$ cat config.mk
export PLATFORM = sky130hd
export DESIGN_NAME = epc_port_ctrl
export DESIGN_NICKNAME = d
export VERILOG_FILES = /design/src/pkg/epc_pkg.sv /design/src/hdl/epc_sync.sv /design/src/hdl/epc_fifo.sv /design/src/hdl/epc_port_ctrl.sv
export VERILOG_INCLUDE_DIRS = /design/src /design/src/pkg
export SDC_FILE = /design/constraint.sdc
export NUM_CORES = 1
export LEC_CHECK = 0
export BUFFER_PORTS_ARGS = -buffer_cell sky130_fd_sc_hd__buf_4
export CAP_MARGIN = 20
export CORE_UTILIZATION = 66
export CTS_BUF_LIST = sky130_fd_sc_hd__clkbuf_4 sky130_fd_sc_hd__clkbuf_8
export CTS_CLUSTER_SIZE = 8
export DETAILED_ROUTE_END_ITERATION = 6
export GPL_TIMING_DRIVEN = 1
export PLACE_DENSITY = 0.91
export SYNTH_ARGS = -nofsm -noshare
export SYNTH_HDL_FRONTEND = slang
export SYNTH_SLANG_ARGS = --single-unit
$ cat constraint.sdc
create_clock -name clk_sys_in -period 10.8 [get_ports clk_sys_in]
set_input_delay 0.54 -clock clk_sys_in [delete_from_list [all_inputs] [get_ports clk_sys_in]]
set_output_delay 0.54 -clock clk_sys_in [all_outputs]
set_load 0.1 [all_outputs]
$ cat src/pkg/epc_regs.svh
`ifndef EPC_REGS_SVH
`define EPC_REGS_SVH
// byte addresses on the register bus
`define EPC_OFS_ACMD 5'h00
`define EPC_OFS_DFIFO 5'h04
`define EPC_OFS_ECR 5'h08
`define EPC_OFS_CTRL 5'h0C
`define EPC_OFS_STAT 5'h10
`define EPC_OFS_DATA 5'h14
`define EPC_OFS_THR 5'h18
// extended control fields
`define EPC_ECR_MODE_HI 7
`define EPC_ECR_MODE_LO 5
`define EPC_ECR_FAULT_EN_N 4
`define EPC_ECR_DMA_EN 3
`define EPC_ECR_SVC_MASK 2
// line control fields, a one in bits 0 to 3 asserts the line
`define EPC_CTRL_STROBE 0
`define EPC_CTRL_AFD 1
`define EPC_CTRL_INIT 2
`define EPC_CTRL_SELIN 3
`define EPC_CTRL_ACKIE 4
`define EPC_CTRL_DIR 5
// reset values
`define EPC_MODE_RST 3'h0
`define EPC_FAULT_EN_N_RST 1'h1
`define EPC_DMA_EN_RST 1'h0
`define EPC_SVC_MASK_RST 1'h1
`define EPC_CTRL_RST 6'h00
`define EPC_DATA_RST 8'h00
`define EPC_THR_RST 4'h0
// fifo and service levels
`define EPC_FIFO_DEPTH 5'h10
`define EPC_SVC_TOP 5'h0F
// timing
`define EPC_CLK_MHZ 20
`define EPC_SETUP_NS 500
`define EPC_SETUP_CYC ((`EPC_SETUP_NS * `EPC_CLK_MHZ + 999) / 1000)
`endif

$ cat src/pkg/epc_pkg.sv
package epc_pkg;
  typedef enum logic [2:0] {
    EPC_MODE_STD = 3'h0,
    EPC_MODE_BIDIR = 3'h1,
    EPC_MODE_FIFO = 3'h2,
    EPC_MODE_ECP = 3'h3,
    EPC_MODE_EPP = 3'h4,
    EPC_MODE_RSVD = 3'h5,
    EPC_MODE_TEST = 3'h6,
    EPC_MODE_CFG = 3'h7
  } epc_mode_t;
  typedef enum logic [2:0] {
    EPC_ST_IDLE = 3'h0,
    EPC_ST_SETUP = 3'h1,
    EPC_ST_STROBE = 3'h3,
    EPC_ST_RELEASE = 3'h2,
    EPC_ST_REV_WAIT = 3'h6,
    EPC_ST_REV_LATCH = 3'h7,
    EPC_ST_RLE_REP = 3'h5
  } epc_state_t;
endpackage : epc_pkg

$ cat src/hdl/epc_sync.sv
`timescale 1ns/1ps
`default_nettype none
module epc_sync #(
  parameter int W = 13
) (
  // clock and reset
  input wire logic clk_sys_in,
  input wire logic rstn_in,
  // levels
  input wire logic [W-1:0] async_in,
  output logic [W-1:0] sync_out
);
  logic [W-1:0] stage1;
  genvar i;
  generate
    for (i = 0; i < W; i++) begin : g_bit
      always_ff @(posedge clk_sys_in) begin
        if (!rstn_in) begin
          stage1[i] <= 1'h0;
          sync_out[i] <= 1'h0;
        end else begin
          stage1[i] <= async_in[i];
          sync_out[i] <= stage1[i];
        end
      end
    end
  endgenerate
endmodule : epc_sync
`default_nettype wire

$ cat src/hdl/epc_fifo.sv
`timescale 1ns/1ps
`default_nettype none
`include "epc_regs.svh"
module epc_fifo (
  // clock and reset
  input wire logic clk_sys_in,
  input wire logic rstn_in,
  // control
  input wire logic flush_in,
  input wire logic push_in,
  input wire logic [8:0] push_data_in,
  input wire logic pop_in,
  // state
  output logic [8:0] head_out,
  output logic [4:0] count_out,
  output logic full_out,
  output logic empty_out
);
  logic [8:0] mem [0:15];
  logic [3:0] wr_ptr;
  logic [3:0] rd_ptr;
  logic do_push;
  logic do_pop;

  assign full_out = (count_out == `EPC_FIFO_DEPTH);
  assign empty_out = (count_out == 5'h00);
  assign do_push = push_in && !full_out;
  assign do_pop = pop_in && !empty_out;
  assign head_out = mem[rd_ptr];

  always_ff @(posedge clk_sys_in) begin
    if (do_push) begin
      mem[wr_ptr] <= push_data_in;
    end
  end

  always_ff @(posedge clk_sys_in) begin
    if (!rstn_in || flush_in) begin
      wr_ptr <= 4'h0;
      rd_ptr <= 4'h0;
      count_out <= 5'h00;
    end else begin
      if (do_push) begin
        wr_ptr <= wr_ptr + 4'h1;
      end
      if (do_pop) begin
        rd_ptr <= rd_ptr + 4'h1;
      end
      if (do_push && !do_pop) begin
        count_out <= count_out + 5'h01;
      end else if (do_pop && !do_push) begin
        count_out <= count_out - 5'h01;
      end
    end
  end
endmodule : epc_fifo
`default_nettype wire

$ cat src/hdl/epc_port_ctrl.sv
`timescale 1ns/1ps
`default_nettype none
`include "epc_regs.svh"
// Behaviour
// - automatic fifo handshake runs only in fifo and ecp modes, starting on entry
// - leave 000/001 freely, else only back to them; direction changes in 001
// - software drains forward fifo; strobe deasserts as the mode changes, ecp auto-feed one cycle later
// - leaving reverse ecp drops auto-feed one cycle later and discards gathered bytes
// - handshake outputs come from flops so mode changes cause no glitch
// - command port bytes go out as commands, data port bytes as data, forward only
// - direction 1 in ecp mode handshakes each incoming data byte into the fifo; host reads it
// - forward host-ack high means data, low means command; bit 7 picks rle/address
// - reverse peripheral-ack high means data, low means command; address ignored
// - no hardware compression; software writes count then byte
// - received run-length count replicates the next data byte count plus one times
// - four control lines open-drain in mode 000, push-pull otherwise
// - reads stall one cycle, writes never; transfers are single aligned bytes per address
// - service mask set blocks dma and service interrupts; clearing fires pending
// - mask clear with dma enabled interrupts on terminal count
// - mask clear, no dma, direction 0 interrupts while free space meets level
// - mask clear, no dma, direction 1 interrupts while occupancy meets level
// - low fault enable interrupts on fault fall or on enable going 1 to 0 while fault is low
// - acknowledge enable interrupts on each rising acknowledge edge
// - mode is the three-bit field in bits 7 to 5 of extended control
// - both service levels are sixteen minus threshold, threshold programmed less one
module epc_port_ctrl
  import epc_pkg::*;
(
  // clock and reset
  input wire logic clk_sys_in,
  input wire logic rstn_in,
  // register bus
  input wire logic [4:0] avm_address_in,
  input wire logic avm_read_in,
  input wire logic avm_write_in,
  input wire logic [31:0] avm_writedata_in,
  input wire logic [3:0] avm_byteenable_in,
  output logic [31:0] avm_readdata_out,
  output logic avm_waitrequest_out,
  // dma
  input wire logic dma_wr_in,
  input wire logic [7:0] dma_wdata_in,
  input wire logic dma_rd_in,
  input wire logic dma_tc_in,
  output logic [7:0] dma_rdata_out,
  output logic dma_req_out,
  // interrupt pulse
  output logic irq_out,
  // port data lines
  input wire logic [7:0] pd_in,
  output logic [7:0] pd_out,
  output logic pd_oe_out,
  // port control lines
  output logic strobe_n_out,
  output logic strobe_n_oe_out,
  output logic auto_feed_n_out,
  output logic auto_feed_n_oe_out,
  output logic init_n_out,
  output logic init_n_oe_out,
  output logic select_in_n_out,
  output logic select_in_n_oe_out,
  // port status lines
  input wire logic ack_n_in,
  input wire logic busy_in,
  input wire logic fault_n_in,
  input wire logic periph_select_in,
  input wire logic paper_end_in
);
  localparam logic [3:0] SETUP_LOAD = 4'(`EPC_SETUP_CYC - 1);

  epc_mode_t mode;
  epc_mode_t mode_req;
  epc_state_t state;
  logic mode_pend;
  logic fault_interrupt_enable_low;
  logic dma_transfer_enable;
  logic service_interrupt_mask;
  logic [5:0] ctrl;
  logic [7:0] spp_data;
  logic [3:0] fifothr;
  logic rd_done;
  logic [7:0] tx_data;
  logic [3:0] timer;
  logic strobe_act;
  logic afd_act;
  logic [7:0] rx_data;
  logic rx_cmd;
  logic rle_on;
  logic [6:0] rle_cnt;
  logic [6:0] rep_left;
  logic [7:0] rep_byte;
  logic ack_n_q;
  logic fault_n_q;
  logic [3:0] line_out;
  logic [3:0] line_oe;
  logic [3:0] line_act;
  logic [12:0] sync_bus;
  logic [7:0] pd_s;
  logic ack_n_s, busy_s, fault_n_s, sel_s, pe_s;
  logic ack_s, fault_s;
  logic [8:0] fifo_head;
  logic [4:0] fifo_count;
  logic fifo_full, fifo_empty;
  logic fifo_push, fifo_pop, fifo_flush, fsm_push, fsm_pop;
  logic [8:0] push_data;
  logic dir, auto_mode, fwd_auto, rev_auto;
  logic wr_en, rd_take, ecr_wr, host_push, dma_push;
  logic [2:0] new_mode;
  logic mode_ok;
  logic [4:0] svc_level;
  logic svc_cond, svc_fire, fault_fire, ack_fire;

  function automatic logic is_plain(input logic [2:0] m);
    is_plain = (m == EPC_MODE_STD) || (m == EPC_MODE_BIDIR);
  endfunction : is_plain

  // active-low lines pass inverted so the synchroniser's reset reads idle,
  // otherwise the edge detectors would see a false edge after reset
  epc_sync #(.W(13)) u_sync (
    .clk_sys_in(clk_sys_in),
    .rstn_in(rstn_in),
    .async_in({pd_in, !ack_n_in, busy_in, !fault_n_in, periph_select_in,
      paper_end_in}),
    .sync_out(sync_bus)
  );
  assign {pd_s, ack_s, busy_s, fault_s, sel_s, pe_s} = sync_bus;
  assign ack_n_s = !ack_s;
  assign fault_n_s = !fault_s;

  epc_fifo u_fifo (
    .clk_sys_in(clk_sys_in),
    .rstn_in(rstn_in),
    .flush_in(fifo_flush),
    .push_in(fifo_push),
    .push_data_in(push_data),
    .pop_in(fifo_pop),
    .head_out(fifo_head),
    .count_out(fifo_count),
    .full_out(fifo_full),
    .empty_out(fifo_empty)
  );

  assign dir = ctrl[`EPC_CTRL_DIR];
  assign auto_mode = ((mode == EPC_MODE_FIFO) || (mode == EPC_MODE_ECP)) &&
    !mode_pend;
  assign fwd_auto = auto_mode && !dir;
  assign rev_auto = auto_mode && dir && (mode == EPC_MODE_ECP);

  // reads wait exactly one cycle so read data comes from a flop
  assign avm_waitrequest_out = avm_read_in && !rd_done;
  assign wr_en = avm_write_in && avm_byteenable_in[0];
  assign rd_take = avm_read_in && rd_done;
  assign ecr_wr = wr_en && (avm_address_in == `EPC_OFS_ECR);
  assign new_mode = avm_writedata_in[`EPC_ECR_MODE_HI:`EPC_ECR_MODE_LO];
  assign mode_ok = is_plain(mode) || is_plain(new_mode);

  // the command port is only meaningful going forward in ecp mode
  assign host_push = wr_en && !dir &&
    (((avm_address_in == `EPC_OFS_ACMD) && (mode == EPC_MODE_ECP)) ||
     (avm_address_in == `EPC_OFS_DFIFO));
  assign dma_push = dma_wr_in && !dir && dma_transfer_enable;
  assign push_data = fsm_push ? {1'h0, rep_byte} :
    host_push ? {(avm_address_in == `EPC_OFS_ACMD),
      avm_writedata_in[7:0]} : {1'h0, dma_wdata_in};
  assign fifo_push = fsm_push || host_push || dma_push;
  assign fifo_pop = fsm_pop || (dma_rd_in && dma_transfer_enable) ||
    (rd_take && (avm_address_in == `EPC_OFS_DFIFO) &&
     (dir || (mode == EPC_MODE_TEST)));
  // fifo is held empty in mode 000 and surplus reverse data is dropped
  assign fifo_flush = (mode == EPC_MODE_STD) || (mode_pend && dir);

  always_ff @(posedge clk_sys_in) begin
    if (!rstn_in) begin
      mode <= epc_mode_t'(`EPC_MODE_RST);
      mode_req <= epc_mode_t'(`EPC_MODE_RST);
      mode_pend <= 1'h0;
    end else if (mode_pend) begin
      mode <= mode_req;
      mode_pend <= 1'h0;
    end else if (ecr_wr && mode_ok && (new_mode != mode)) begin
      if (is_plain(mode)) begin
        mode <= epc_mode_t'(new_mode);
      end else begin
        mode_req <= epc_mode_t'(new_mode);
        mode_pend <= 1'h1;
      end
    end
  end

  always_ff @(posedge clk_sys_in) begin
    if (!rstn_in) begin
      fault_interrupt_enable_low <= `EPC_FAULT_EN_N_RST;
      dma_transfer_enable <= `EPC_DMA_EN_RST;
    end else if (ecr_wr) begin
      fault_interrupt_enable_low <= avm_writedata_in[`EPC_ECR_FAULT_EN_N];
      dma_transfer_enable <= avm_writedata_in[`EPC_ECR_DMA_EN];
    end
  end

  // hardware set wins over a software clear in the same cycle
  always_ff @(posedge clk_sys_in) begin
    if (!rstn_in) begin
      service_interrupt_mask <= `EPC_SVC_MASK_RST;
    end else if (svc_fire) begin
      service_interrupt_mask <= 1'h1;
    end else if (ecr_wr) begin
      service_interrupt_mask <= avm_writedata_in[`EPC_ECR_SVC_MASK];
    end
  end

  always_ff @(posedge clk_sys_in) begin
    if (!rstn_in) begin
      ctrl <= `EPC_CTRL_RST;
      spp_data <= `EPC_DATA_RST;
      fifothr <= `EPC_THR_RST;
    end else if (wr_en) begin
      if (avm_address_in == `EPC_OFS_CTRL) begin
        ctrl[4:0] <= avm_writedata_in[4:0];
        if (mode == EPC_MODE_BIDIR) begin
          ctrl[`EPC_CTRL_DIR] <= avm_writedata_in[`EPC_CTRL_DIR];
        end
      end else if (avm_address_in == `EPC_OFS_DATA) begin
        spp_data <= avm_writedata_in[7:0];
      end else if (avm_address_in == `EPC_OFS_THR) begin
        fifothr <= avm_writedata_in[3:0];
      end
    end
  end

  always_ff @(posedge clk_sys_in) begin
    if (!rstn_in) begin
      rd_done <= 1'h0;
      avm_readdata_out <= 32'h0000_0000;
    end else begin
      rd_done <= avm_read_in && !rd_done;
      if (avm_read_in && !rd_done) begin
        if (avm_address_in == `EPC_OFS_DFIFO) begin
          avm_readdata_out <= {24'h00_0000, fifo_head[7:0]};
        end else if (avm_address_in == `EPC_OFS_ECR) begin
          avm_readdata_out <= {24'h00_0000, mode, fault_interrupt_enable_low,
            dma_transfer_enable, service_interrupt_mask, fifo_full,
            fifo_empty};
        end else if (avm_address_in == `EPC_OFS_CTRL) begin
          avm_readdata_out <= {26'h000_0000, ctrl};
        end else if (avm_address_in == `EPC_OFS_STAT) begin
          avm_readdata_out <= {24'h00_0000, busy_s, ack_n_s, pe_s, sel_s,
            fault_n_s, 3'h0};
        end else if (avm_address_in == `EPC_OFS_DATA) begin
          // bidirectional mode with direction 1 reads the lines back
          avm_readdata_out <= {24'h00_0000,
            ((mode == EPC_MODE_BIDIR) && dir) ? pd_s : spp_data};
        end else if (avm_address_in == `EPC_OFS_THR) begin
          avm_readdata_out <= {28'h000_0000, fifothr};
        end else begin
          avm_readdata_out <= 32'h0000_0000;
        end
      end
    end
  end

  assign fsm_pop = (state == EPC_ST_IDLE) && fwd_auto && !fifo_empty &&
    !busy_s;
  assign fsm_push = (state == EPC_ST_RLE_REP) ? (rev_auto && !fifo_full) :
    ((state == EPC_ST_REV_LATCH) && rev_auto && ack_n_s && !rx_cmd &&
     !rle_on);

  always_ff @(posedge clk_sys_in) begin
    if (!rstn_in || !auto_mode) begin
      state <= EPC_ST_IDLE;
      strobe_act <= 1'h0;
      afd_act <= 1'h0;
      rle_on <= 1'h0;
      tx_data <= 8'h00;
      timer <= 4'h0;
      rx_data <= 8'h00;
      rx_cmd <= 1'h0;
      rle_cnt <= 7'h00;
      rep_left <= 7'h00;
      rep_byte <= 8'h00;
    end else begin
      case (state)
        EPC_ST_IDLE: begin
          if (fsm_pop) begin
            tx_data <= fifo_head[7:0];
            afd_act <= fifo_head[8] && (mode == EPC_MODE_ECP);
            timer <= SETUP_LOAD;
            state <= EPC_ST_SETUP;
          end else if (rev_auto && !fifo_full) begin
            afd_act <= 1'h1;
            state <= EPC_ST_REV_WAIT;
          end
        end
        EPC_ST_SETUP: begin
          if (timer == 4'h0) begin
            strobe_act <= 1'h1;
            state <= EPC_ST_STROBE;
          end else begin
            timer <= timer - 4'h1;
          end
        end
        EPC_ST_STROBE: begin
          if (busy_s) begin
            strobe_act <= 1'h0;
            state <= EPC_ST_RELEASE;
          end
        end
        EPC_ST_RELEASE: begin
          if (!busy_s) begin
            afd_act <= 1'h0;
            state <= EPC_ST_IDLE;
          end
        end
        EPC_ST_REV_WAIT: begin
          if (!ack_n_s) begin
            rx_data <= pd_s;
            rx_cmd <= !busy_s;
            afd_act <= 1'h0;
            state <= EPC_ST_REV_LATCH;
          end
        end
        EPC_ST_REV_LATCH: begin
          if (ack_n_s) begin
            state <= EPC_ST_IDLE;
            if (rx_cmd && !rx_data[7]) begin
              rle_cnt <= rx_data[6:0];
              rle_on <= 1'h1;
            end else if (!rx_cmd && rle_on) begin
              rep_byte <= rx_data;
              rep_left <= rle_cnt;
              state <= EPC_ST_RLE_REP;
            end
          end else begin
            rep_byte <= rx_data;
          end
        end
        EPC_ST_RLE_REP: begin
          if (fsm_push) begin
            if (rep_left == 7'h00) begin
              rle_on <= 1'h0;
              state <= EPC_ST_IDLE;
            end else begin
              rep_left <= rep_left - 7'h01;
            end
          end
        end
        default: begin
          state <= EPC_ST_IDLE;
        end
      endcase
    end
  end

  // pins are registered so a mode change never glitches a line
  assign line_act[0] = auto_mode ? strobe_act : ctrl[`EPC_CTRL_STROBE];
  assign line_act[1] = (mode == EPC_MODE_ECP) ? afd_act :
    ctrl[`EPC_CTRL_AFD];
  assign line_act[2] = ctrl[`EPC_CTRL_INIT];
  assign line_act[3] = ctrl[`EPC_CTRL_SELIN];

  genvar li;
  generate
    for (li = 0; li < 4; li++) begin : g_line
      always_ff @(posedge clk_sys_in) begin
        if (!rstn_in) begin
          line_out[li] <= 1'h0;
          line_oe[li] <= 1'h0;
        end else if (mode == EPC_MODE_STD) begin
          line_out[li] <= 1'h0;
          line_oe[li] <= line_act[li];
        end else begin
          line_out[li] <= !line_act[li];
          line_oe[li] <= 1'h1;
        end
      end
    end
  endgenerate

  assign {select_in_n_out, init_n_out, auto_feed_n_out, strobe_n_out} =
    line_out;
  assign {select_in_n_oe_out, init_n_oe_out, auto_feed_n_oe_out,
    strobe_n_oe_out} = line_oe;

  always_ff @(posedge clk_sys_in) begin
    if (!rstn_in) begin
      pd_out <= 8'h00;
      pd_oe_out <= 1'h0;
      dma_req_out <= 1'h0;
      dma_rdata_out <= 8'h00;
    end else begin
      pd_out <= auto_mode ? tx_data : spp_data;
      pd_oe_out <= (mode == EPC_MODE_STD) || !dir;
      dma_req_out <= auto_mode && dma_transfer_enable &&
        !service_interrupt_mask && (dir ? !fifo_empty : !fifo_full);
      if (dma_rd_in) begin
        dma_rdata_out <= fifo_head[7:0];
      end
    end
  end

  assign svc_level = `EPC_SVC_TOP - {1'h0, fifothr};
  assign svc_cond = dma_transfer_enable ? dma_tc_in :
    dir ? (fifo_count >= svc_level) :
    ((`EPC_FIFO_DEPTH - fifo_count) >= svc_level);
  assign svc_fire = !service_interrupt_mask && svc_cond;
  assign fault_fire = (!fault_interrupt_enable_low && fault_n_q &&
    !fault_n_s) || (ecr_wr && fault_interrupt_enable_low &&
    !avm_writedata_in[`EPC_ECR_FAULT_EN_N] && !fault_n_s);
  assign ack_fire = ctrl[`EPC_CTRL_ACKIE] && !ack_n_q && ack_n_s;

  always_ff @(posedge clk_sys_in) begin
    if (!rstn_in) begin
      ack_n_q <= 1'h1;
      fault_n_q <= 1'h1;
      irq_out <= 1'h0;
    end else begin
      ack_n_q <= ack_n_s;
      fault_n_q <= fault_n_s;
      irq_out <= svc_fire || fault_fire || ack_fire;
    end
  end
endmodule : epc_port_ctrl
`default_nettype wire

Word-level counts from Yosys, hierarchy flattened
Memory sizes are Yosys's and may differ from the RTL's. A register that Yosys moved wholly into a read port is not among the register bits.
Cells that the tools add are included.
W data, S select, Z words.

operators by class
  $add $sub $neg = 8
  $mul = 0
  div/mod/pow operators = 0
  order comparisons = 2
  equal/unequal tests = 34
  shift-type cells = 0
  mux-type cells = 67
  bitwise gates (word level) = 7
  reductions and logical operators = 122

operators by type and width
  operator              count
  $mux W8               10
  $logic_and A1 B1 Y1   46
  $mux W3               14
  $mux W7               5
  $logic_not A1 Y1      25
  $mux W1               23
  $pmux W3 S7           1
  $reduce_and A3 Y1     7
  $eq A5 B5 Y1 const B  4
  $mux W4               5
  $mux W9               2
  $logic_or A1 B1 Y1    17
  $ne A2 B2 Y1 const B  8
  $pmux W7 S2           1
  $reduce_bool A2 Y1    7
  $eq A3 B2 Y1 const B  4
  $eq A3 B3 Y1 const B  4
  $ne A2 B1 Y1 const B  6
  $eq A5 B4 Y1 const B  2
  $ge A5 B5 Y1          2
  $logic_not A5 Y1      2
  $mux W5               2
  $eq A3 B1 Y1 const B  3
  $logic_not A3 Y1      3
  other kinds (24)      37

word-level totals
  register bits after elaboration = 178
  latch bits = 0
  memory bits (writable) = 144
  ROM bits = 0
  input bits = 69
  output and inout bits = 60
  memories kept = 1

memory list
  name        words  bits a word  rd ports  clocked after Yosys merged registers in  write ports  RTL line        source
  u_fifo.mem  16     9            1         1                                        1            epc_fifo.sv:19  logic [8:0] mem [0:15];

Logic depth before layout (Yosys ltp)
Gate-level depths: netlist of the first run.

  word-level depth = 17
  depth in mapped cells = 16
  mapped depth without buffers = 16

Modules after synthesis
Synthesis of the first run repeated with hierarchy kept, for this count alone.

second synthesis, totals
  cell total of the unflattened synthesis = 1104
  area, all modules = 12958.7 um2

by module, submodules not included
  module         instances  cells each  area each (um2)  seq. area each (um2)
  epc_fifo       1          334         6317.3           4664.5
  epc_port_ctrl  1          716         5910.7           2302.2
  epc_sync       1          54          730.7            520.5

Least setup slack after synthesis of the first run
OpenSTA, ideal clock, no wires.

  path kind = register to register
  start = register u_fifo.count_out[0]
  end = register u_fifo.count_out[4]
  data arrival time = 3511 ps
  data required time = 10728 ps
  slack = 7217 ps
  stages on the path, launching flop included = 17
  clock period less this slack = 3583 ps
  path through = dfxtp_1 > inv_1 > ha_1 > nor3b_1 > ha_1 > nor3_1 > nand3_2 > o311a_4 > or2_2 > ha_1 > inv_1 > ha_1 > nor2b_1 > o21a_1 > or3_1 > a21oi_1 > mux2i_1

on the way
  word-level cells in the longest chain between the ends = 10
  elaborated cells between the ends (all ways) = 23
  those cells by class = add/sub (2); eq/ne (1); mux (3); reduce/logical (17)

RTL lines
  element                                                                   RTL line                                    source
  start: declaration                                                        epc_fifo.sv:15                              output logic [4:0] count_out,
  start signal: assignment                                                  epc_fifo.sv:50                              count_out <= count_out + 5'h01;
  start signal: assignment                                                  epc_fifo.sv:52                              count_out <= count_out - 5'h01;
  $eq A5 B5 Y1 (no source line) / $logic_not A5 Y1 (equally long branches)  -
  $logic_not A1 Y1, on equally long branches                                -
  $logic_and A1 B1 Y1, on equally long branches                             epc_port_ctrl.sv:263, epc_port_ctrl.sv:261
  $mux W1 / $logic_and A1 B1 Y1 (equally long branches)                     epc_port_ctrl.sv:263, epc_port_ctrl.sv:261
  $logic_or A1 B1 Y1, on equally long branches (2 in a row)                 epc_port_ctrl.sv:165, epc_port_ctrl.sv:166
  $logic_and A1 B1 Y1, on equally long branches                             epc_fifo.sv:27, epc_fifo.sv:28
  $logic_not A1 Y1, on equally long branches                                epc_fifo.sv:51, epc_fifo.sv:49
  $logic_and A1 B1 Y1, on equally long branches                             epc_fifo.sv:51, epc_fifo.sv:49
  $reduce_bool A2 Y1 (no source line) / $mux W5 (equally long branches)     -

Several ways; a longest one is shown, not always the timed one. The select of a mux whose other input is x is not followed.
A chain may end at the register's enable or synchronous reset.

Final worst setup path of the first run
  start = register u_fifo.count_out[1]
  end = register u_fifo.count_out[4]

Same word-level chain as after synthesis.

==> flow_metrics.env, run 1 <==
export IMPL_outcome="complete, no violations"
export IMPL_synth_top_family_by_area="simple AND/OR/NAND/NOR gates"
export IMPL_worst_path_max_fanout=14
export IMPL_cts_buffer_depth=3
export IMPL_cts_tree="built"
export IMPL_rr_startpoint="u_fifo.count_out[1]"
export IMPL_io_buffers=77
export IMPL_finalMaxSlewViolations=0
export IMPL_p_leak_nw=5.22
export IMPL_arrival_ns=5.35
export IMPL_grt_max_degree=50
export IMPL_wl_per_cell_um=22.1
export IMPL_yosysTopAreaCell="edfxtp_1"
export IMPL_vias=9519
export IMPL_slew_headroom_pct=14.4
export IMPL_hold_violations=0
export IMPL_synth_flop_cell="dfxtp_1"
export IMPL_regArea_um2=7490
export IMPL_root_buffer="clkbuf_8"
export IMPL_cts_buffers=46
export IMPL_ir_worst_vdd_v=0.000126
export IMPL_cts_repair_resized=0
export IMPL_hold_path_class="in2reg"
export IMPL_fp_dieH_um=142
export IMPL_cp_start_kind="register"
export IMPL_yosys_top_cells_area="edfxtp_1 33%, dfxtp_1 24%, mux2i_1 6.3%, mux4_2 5.9%, nand2_1 3.1%"
export IMPL_grt_pass1_vias=9035
export IMPL_fmax_mhz=206
export IMPL_clk_insertion_delay_late_ns=0.56
export IMPL_yosysUniqueCellTypes=75
export IMPL_synth_compound_area_share_pct=8.81
export IMPL_path_clk_slew_ns=0.06
export IMPL_synthArstFlopShare_pct=0
export IMPL_max_cap_violations=0
export IMPL_start_util_pct=68.4
export IMPL_grt_pass1_wl_um=48800
export IMPL_synth_xor_area_share_pct=0.472
export IMPL_gp_congestion=0.933
export IMPL_r2r_end="u_fifo.count_out[4]"
export IMPL_setup_slack_ns=5.94
export IMPL_diodes=0
export IMPL_die_w_um=142
export IMPL_netlist_area_leader_share_pct=33.3
export IMPL_drive_gt1_share_pct=19.3
export IMPL_critPathKind="reg2reg"
export IMPL_power_mw=2.22
export IMPL_holdPathEnd="u_sync.stage1[4]"
export IMPL_skew_ns=0.0321
export IMPL_drc_errors=0
export IMPL_finalCriticalPeriod_ns=4.86
export IMPL_fin_crit_sh_pct=45.0
export IMPL_core_area_um2=19000
export IMPL_synth_mux_area_share_pct=12.6
export IMPL_yosys_area_share_simple_pct=14.2
export IMPL_yosysSeqAreaShare_pct=57.6
export IMPL_worst_r2r_cell_count=16
export IMPL_place_ws_ns=6.14
export IMPL_io_pins=129
export IMPL_wl_um=32700
export IMPL_nets=1291
export IMPL_cts_hold_buf=0
export IMPL_grt_usage_pct=32.3
export IMPL_ys_seq_elements=302
export IMPL_setup_viol=0
export IMPL_cts_sinks=302
export IMPL_rsz0062_at_grt="no"
export IMPL_vias_per_cell=6.42
export IMPL_hpwlAfterDp_um=21800
export IMPL_yosys_warnings=0
export IMPL_cp_end_kind="register"
export IMPL_post_cts_setup_buffer_count=0
export IMPL_firstDrtPassIters=6
export IMPL_fp_row_count=50
export IMPL_placed_cells=1402
export IMPL_dieArea_um2=20300
export IMPL_regToRegSetupSlack_ns=5.94
export IMPL_min_delay_start="ack_n_in"
export IMPL_synth_edf_count=144
export IMPL_multi_input_comb_area_um2=5110
export IMPL_finalSetupTns_ns=0
export IMPL_htreeDepth=2
export IMPL_drtIter0Drc=1273
export IMPL_final_cells=1482
export IMPL_area_delta_synth_final_pct=12.6
export IMPL_min_path_cells=2
export IMPL_antenna_found_initial=0
export IMPL_worstPathRequired_ns=11.29
export IMPL_syn_avg_cell_area_um2=11.7
export IMPL_p_per_area_nw_per_um2=152
export IMPL_synth_fa_ha_area_share_pct=2.37
export IMPL_hold_slack_ns=0.130
export IMPL_syn_area_um2=13000
export IMPL_ant_nets=0
export IMPL_worst_pin_slew_ns=1.28
export IMPL_syn_inst=1107
export IMPL_fillCellCount=1101
export IMPL_grt_overflow_total=0
where the power goes:
| part | switching, mW | internal [mW] | total [mW] |
|---|---|---|---|
| Clock | 0.408 | 0.467 | 0.875 |
| Combinational | 0.105 | 0.0281 | 0.133 |
| Sequential | 0.00744 | 1.21 | 1.21 |
| Total | 0.521 | 1.70 | 2.22 |
cells in the mapped netlist (all sizes together) (5+ instances only):
library cell  instances
dfxtp               158
and3                  9
nand3                14
nand2               108
clkbuf               38
o31ai                 6
nand2b               13
edfxtp              144
and2                 28
o21ai                43
ha                   23
o21a                  5
o211ai                7
mux4                 34
nor2b                20
a211oi                6
nor2                106
nor3b                 6
a22oi                12
a21oi                54
mux2i                82
a31oi                12
nor3                 18
inv                  20
nand3b                9
nor4                 10
buf                  47
final cells by class:
class	count	share of cell area (%)
inverter	21	0.539
clock buffer	66	5.44
tap	260	2.22
timing repair buffer	105	5.54
clock inverter	6	0.197
multi-input combinational	722	34.9
sequential	302	51.2
cell usage in the layout, fill, tap and decap left out, types with 5 or more instances in the layout:
master    netlist  layout
o21a_1          5       5
buf_6           0       6
nand2b_1       13      13
mux4_2         34      34
o21ai_0        42      42
nor3_2          2       5
ha_1           23      23
o211ai_1        7       7
nand2_1       107     107
o31ai_1         6       6
nor3_1         14      11
dfxtp_1       158     157
nor2_1        106     106
and2_1         28      28
clkbuf_8        0      48
inv_1          20      20
nor3b_1         5       5
buf_4          25      98
mux2i_1        82      82
edfxtp_1      144     144
a211oi_1        5       5
and3_1          9       9
nand3b_1        9       9
clkbuf_4        0      19
a21oi_1        54      54
a31oi_1        12      12
nand3_1        13      13
conb_1          1      24
nor2b_1        20      20
nor4_1          9       8
a22oi_1        12      12
through the flow:
step | util, % | cell area, um2
floorplan | - | 13100
global route | 77.0 | 14600
global placement | 72.1 | 13700
finish | 77.0 | 14600
detailed placement | 72.2 | 13700
CTS | 76.5 | 14600
cell families (layout without fill, tap and decap cells):
| group | count (synthesis) | after routing |
|---|---|---|
| and+or+nand+nor | 369 | 369 |
| DFF | 302 | 302 |
| AOI/OAI and AO/OA | 178 | 178 |
| muxes | 120 | 120 |
| buffers and inverters | 106 | 198 |
| adders and majority gates | 24 | 24 |
| xor gates and xnor gates | 7 | 7 |
| other | 1 | 24 |
metal layers:
layer	routed length [um]	vias to the layer above	GRT usage, %
met2	15000	698	50.1
li1	-	4164	-
met1	12200	4520	43.8
met3	4120	137	7.91
met5	0	-	0
met4	1330	0	13.5
state kept, by name, summed over array words and instances, names as in the netlist, 3 cells and up, named ones only:
signal / count
avm_readdata_out: 8
ctrl: 6
dma_rdata_out: 8
fifothr: 4
mode: 3
mode_req: 3
pd_out: 8
rep_byte: 8
rep_left: 7
rle_cnt: 7
rx_data: 8
spp_data: 8
state: 3
timer: 4
tx_data: 8
u_fifo.count_out: 5
u_fifo.mem: 144
u_fifo.rd_ptr: 4
u_fifo.wr_ptr: 4
u_sync.stage1: 13
u_sync.sync_out: 13
worst max-delay path by stage:
stage	startpoint	end	slack [ns]	depth (start not counted)
after global placement	u_fifo.count_out[0]	u_fifo.count_out[4]	6.37	16
after floorplan	u_fifo.count_out[0]	u_fifo.count_out[4]	7.22	16
final	u_fifo.count_out[1]	u_fifo.count_out[4]	5.94	16
after global routing	u_fifo.count_out[1]	u_fifo.count_out[4]	5.71	16
after CTS	u_fifo.count_out[0]	u_fifo.count_out[4]	6.09	16
after detailed placement	u_fifo.count_out[1]	u_fifo.count_out[4]	6.14	16
critical path: stages, from the launching register on:
cell     delay [ns]
dfxtp_1        0.42
inv_1          0.11
ha_1           0.21
nor3b_1        0.16
ha_1           0.36
nor3_1         0.74
nand3_2        0.48
o311a_4        0.32
or2_2          0.31
ha_1           0.27
inv_1          0.15
ha_1           0.26
nor2b_1        0.13
o21a_1         0.17
or3_1          0.31
a21oi_1        0.19
mux2i_1        0.19
Power figures use the tool's default switching activity.
==> run 2, diff against run 1 <==
Settings changed: CORE_UTILIZATION 66 to 61, PLACE_DENSITY 0.91 to 0.85.
Clock period 10.8 ns to 4.55 ns, I/O delays scaled along.
==> run 2 against run 1 <==
  * Cell count grew 4.0%
  * Sequential power is 140% higher
  * Utilization is 5.2 points lower
  * Worst setup slack got worse by 5.3 ns
  * First-iteration DRC count fell by 13%
  * Largest cell class unchanged
  * Largest power group unchanged
==> flow_metrics.env, run 2 (synthesized netlist as in run 1, its figures left out) <==
export IMPL_io_buffers=77
export IMPL_grt_pass1_vias=9162
export IMPL_grt_usage_pct=30.5
export IMPL_grt_pass1_wl_um=50400
export IMPL_ant_nets=0
export IMPL_drc_errors=0
export IMPL_worst_path_max_fanout=11
export IMPL_critPathKind="reg2reg"
export IMPL_vias=9524
export IMPL_area_delta_synth_final_pct=15.7
export IMPL_wl_per_cell_um=21.4
export IMPL_cts_buffers=47
export IMPL_fmax_mhz=255
export IMPL_drive_gt1_share_pct=20.4
export IMPL_vias_per_cell=6.18
export IMPL_regArea_um2=7490
export IMPL_hold_slack_ns=0.0254
export IMPL_fin_crit_sh_pct=86.3
export IMPL_cts_buffer_depth=3
export IMPL_die_w_um=148
export IMPL_cpPeakStageDelay_ns=0.39
export IMPL_outcome="complete, no violations"
export IMPL_hold_path_class="in2reg"
export IMPL_diodes=0
export IMPL_cts_tree="built"
export IMPL_antenna_found_initial=0
export IMPL_finalCriticalPeriod_ns=3.93
export IMPL_path_cells="inv_1 -> ha_1 -> nor3b_1 -> ha_1 -> buf_4 -> nor3_1 -> buf_4 -> nand3_2 -> o311a_4 -> or2_2 -> ha_1 -> inv_1 -> ha_1 -> nor2b_1 -> o21a_1 -> or3_1 -> a21oi_1 -> mux2i_1"
export IMPL_setup_viol=0
export IMPL_power_mw=5.45
export IMPL_grt_overflow_total=0
export IMPL_finalSetupTns_ns=0
export IMPL_fp_dieH_um=148
export IMPL_path_clk_slew_ns=0.06
export IMPL_p_switching_mw=1.28
export IMPL_grt_max_degree=50
export IMPL_hold_violations=0
export IMPL_slowest_stage="dfxtp_1"
export IMPL_final_area_um2=15000
export IMPL_hpwlAfterDp_um=22200
export IMPL_ir_worst_vdd_v=0.000292
export IMPL_worstPathRequired_ns=5.03
export IMPL_crit_top_cell="ha_1"
export IMPL_slew_headroom_pct=36.1
export IMPL_worst_pin_slew_ns=0.946
export IMPL_largest_reg_flops=144
export IMPL_multi_input_comb_area_um2=5100
export IMPL_intPower_mw=4.16
export IMPL_rsz0062_at_grt="no"
export IMPL_final_common_cell="dfxtp_1"
export IMPL_gp_congestion=0.954
export IMPL_start_util_pct=62.0
export IMPL_power_frac_clock_pct=41.0
export IMPL_comb_power_share_pct=6.1
export IMPL_root_buffer="clkbuf_8"
export IMPL_skew_ns=0.0262
export IMPL_htreeDepth=2
export IMPL_place_area_um2=13900
export IMPL_max_cap_violations=0
export IMPL_largest_registers="u_fifo.mem x144, u_sync.stage1 x13, u_sync.sync_out x13"
export IMPL_p_per_area_nw_per_um2=362
export IMPL_finalMaxSlewViolations=0
export IMPL_cp_end_kind="register"
export IMPL_wl_um=33000
export IMPL_fillCellCount=1384
export IMPL_firstDrtPassIters=7
export IMPL_p_seq_share_pct=52.9
export IMPL_swShare_pct=23.5
export IMPL_drtIter0Drc=1111
export IMPL_regMostFlops="u_fifo.mem"
export IMPL_post_cts_setup_buffer_count=0
export IMPL_core_area_um2=21000
export IMPL_p_leak_nw=5.40
export IMPL_arrival_ns=4.40
export IMPL_fp_row_count=53
export IMPL_clk_insertion_delay_late_ns=0.57
export IMPL_dieArea_um2=21900
export IMPL_io_pins=129
export IMPL_cp_start_kind="register"
export IMPL_nets=1327
export IMPL_final_cell_mix="157 x dfxtp_1, 144 x edfxtp_1, 118 x buf_4, 107 x nand2_1, 106 x nor2_1"
export IMPL_cts_sinks=302
## run 2: cell count changes in the layout (fill, tap and decap cells not counted)
cell           delta
dlygate4sd3_1    +22
clkbuf_4          +3
buf_6             -6
clkinv_2          +1
clkbuf_8          +4
nor3_1            +2
clkinvlp_4        +2
buf_4            +20
nor3_2            -2
clkinv_1          -2
## run 2: power groups by stage
stage	combinational (mW)	sequential [mW]	clock, mW
finish	0.334	2.88	2.23
global route	0.346	2.88	2.37
CTS	0.330	2.88	2.25
detailed placement	0.314	2.94	0
global placement	0.310	2.94	0
floorplan	0.176	2.99	0
## run 2: critical path, delay by kind of cell, from the launching register on
family / cells / cell delay, ns
AOI/OAI and AO/OA: 3 / 0.55
adders and majority gates: 4 / 0.94
buffers and inverters: 4 / 0.60
DFF: 1 / 0.39
muxes: 1 / 0.19
and+or+nand+nor: 6 / 1.20
## run 2: worst paths after layout
kind	from	to	slack, ns	depth (start not counted)
worst min register to register	u_sync.sync_out[2]	fault_n_q	0.42	1
worst max-delay path	u_fifo.count_out[0]	u_fifo.count_out[4]	0.62	18
worst min-delay path	avm_writedata_in[2]	ctrl[2]	0.03	3
worst max register to register	u_fifo.count_out[0]	u_fifo.count_out[4]	0.62	18
## run 2: per-stage QoR
| stage | instances | setup WS [ns] | util, % |
|---|---|---|---|
| after global placement | 1438 | 0.778 | 66.3 |
| final | 1541 | 0.623 | 71.8 |
| after global routing | 1541 | 0.468 | 71.8 |
| after CTS | 1541 | 0.656 | 71.8 |
| after detailed placement | 1438 | 0.705 | 66.3 |
| after floorplan | 1130 | 0.967 | - |
## run 2: metal layers
metal	track usage, %	part of all wire (%)	routed length (um)	up-vias
met5	0	0	0	-
met4	12.7	3.6	1190	0
met3	6.36	10	3340	88
met2	48.3	47	15500	580
met1	41.1	39	13000	4595
li1	-	-	-	4261
## run 2: timing repair
item                                   4_1_cts  5_1_grt
gates resized for setup                      0        0
hold buffers                                22        0
endpoints found under the hold margin       28        0
## run 2: final cells by class
cell class / count / area share, %
flip-flops and latches: 302 / 49.8
multi-input cells: 722 / 33.9
repair buffers: 140 / 7.36
clock buffers: 74 / 5.86
well taps: 275 / 2.29
inverters: 21 / 0.524
clock inverters: 7 / 0.275
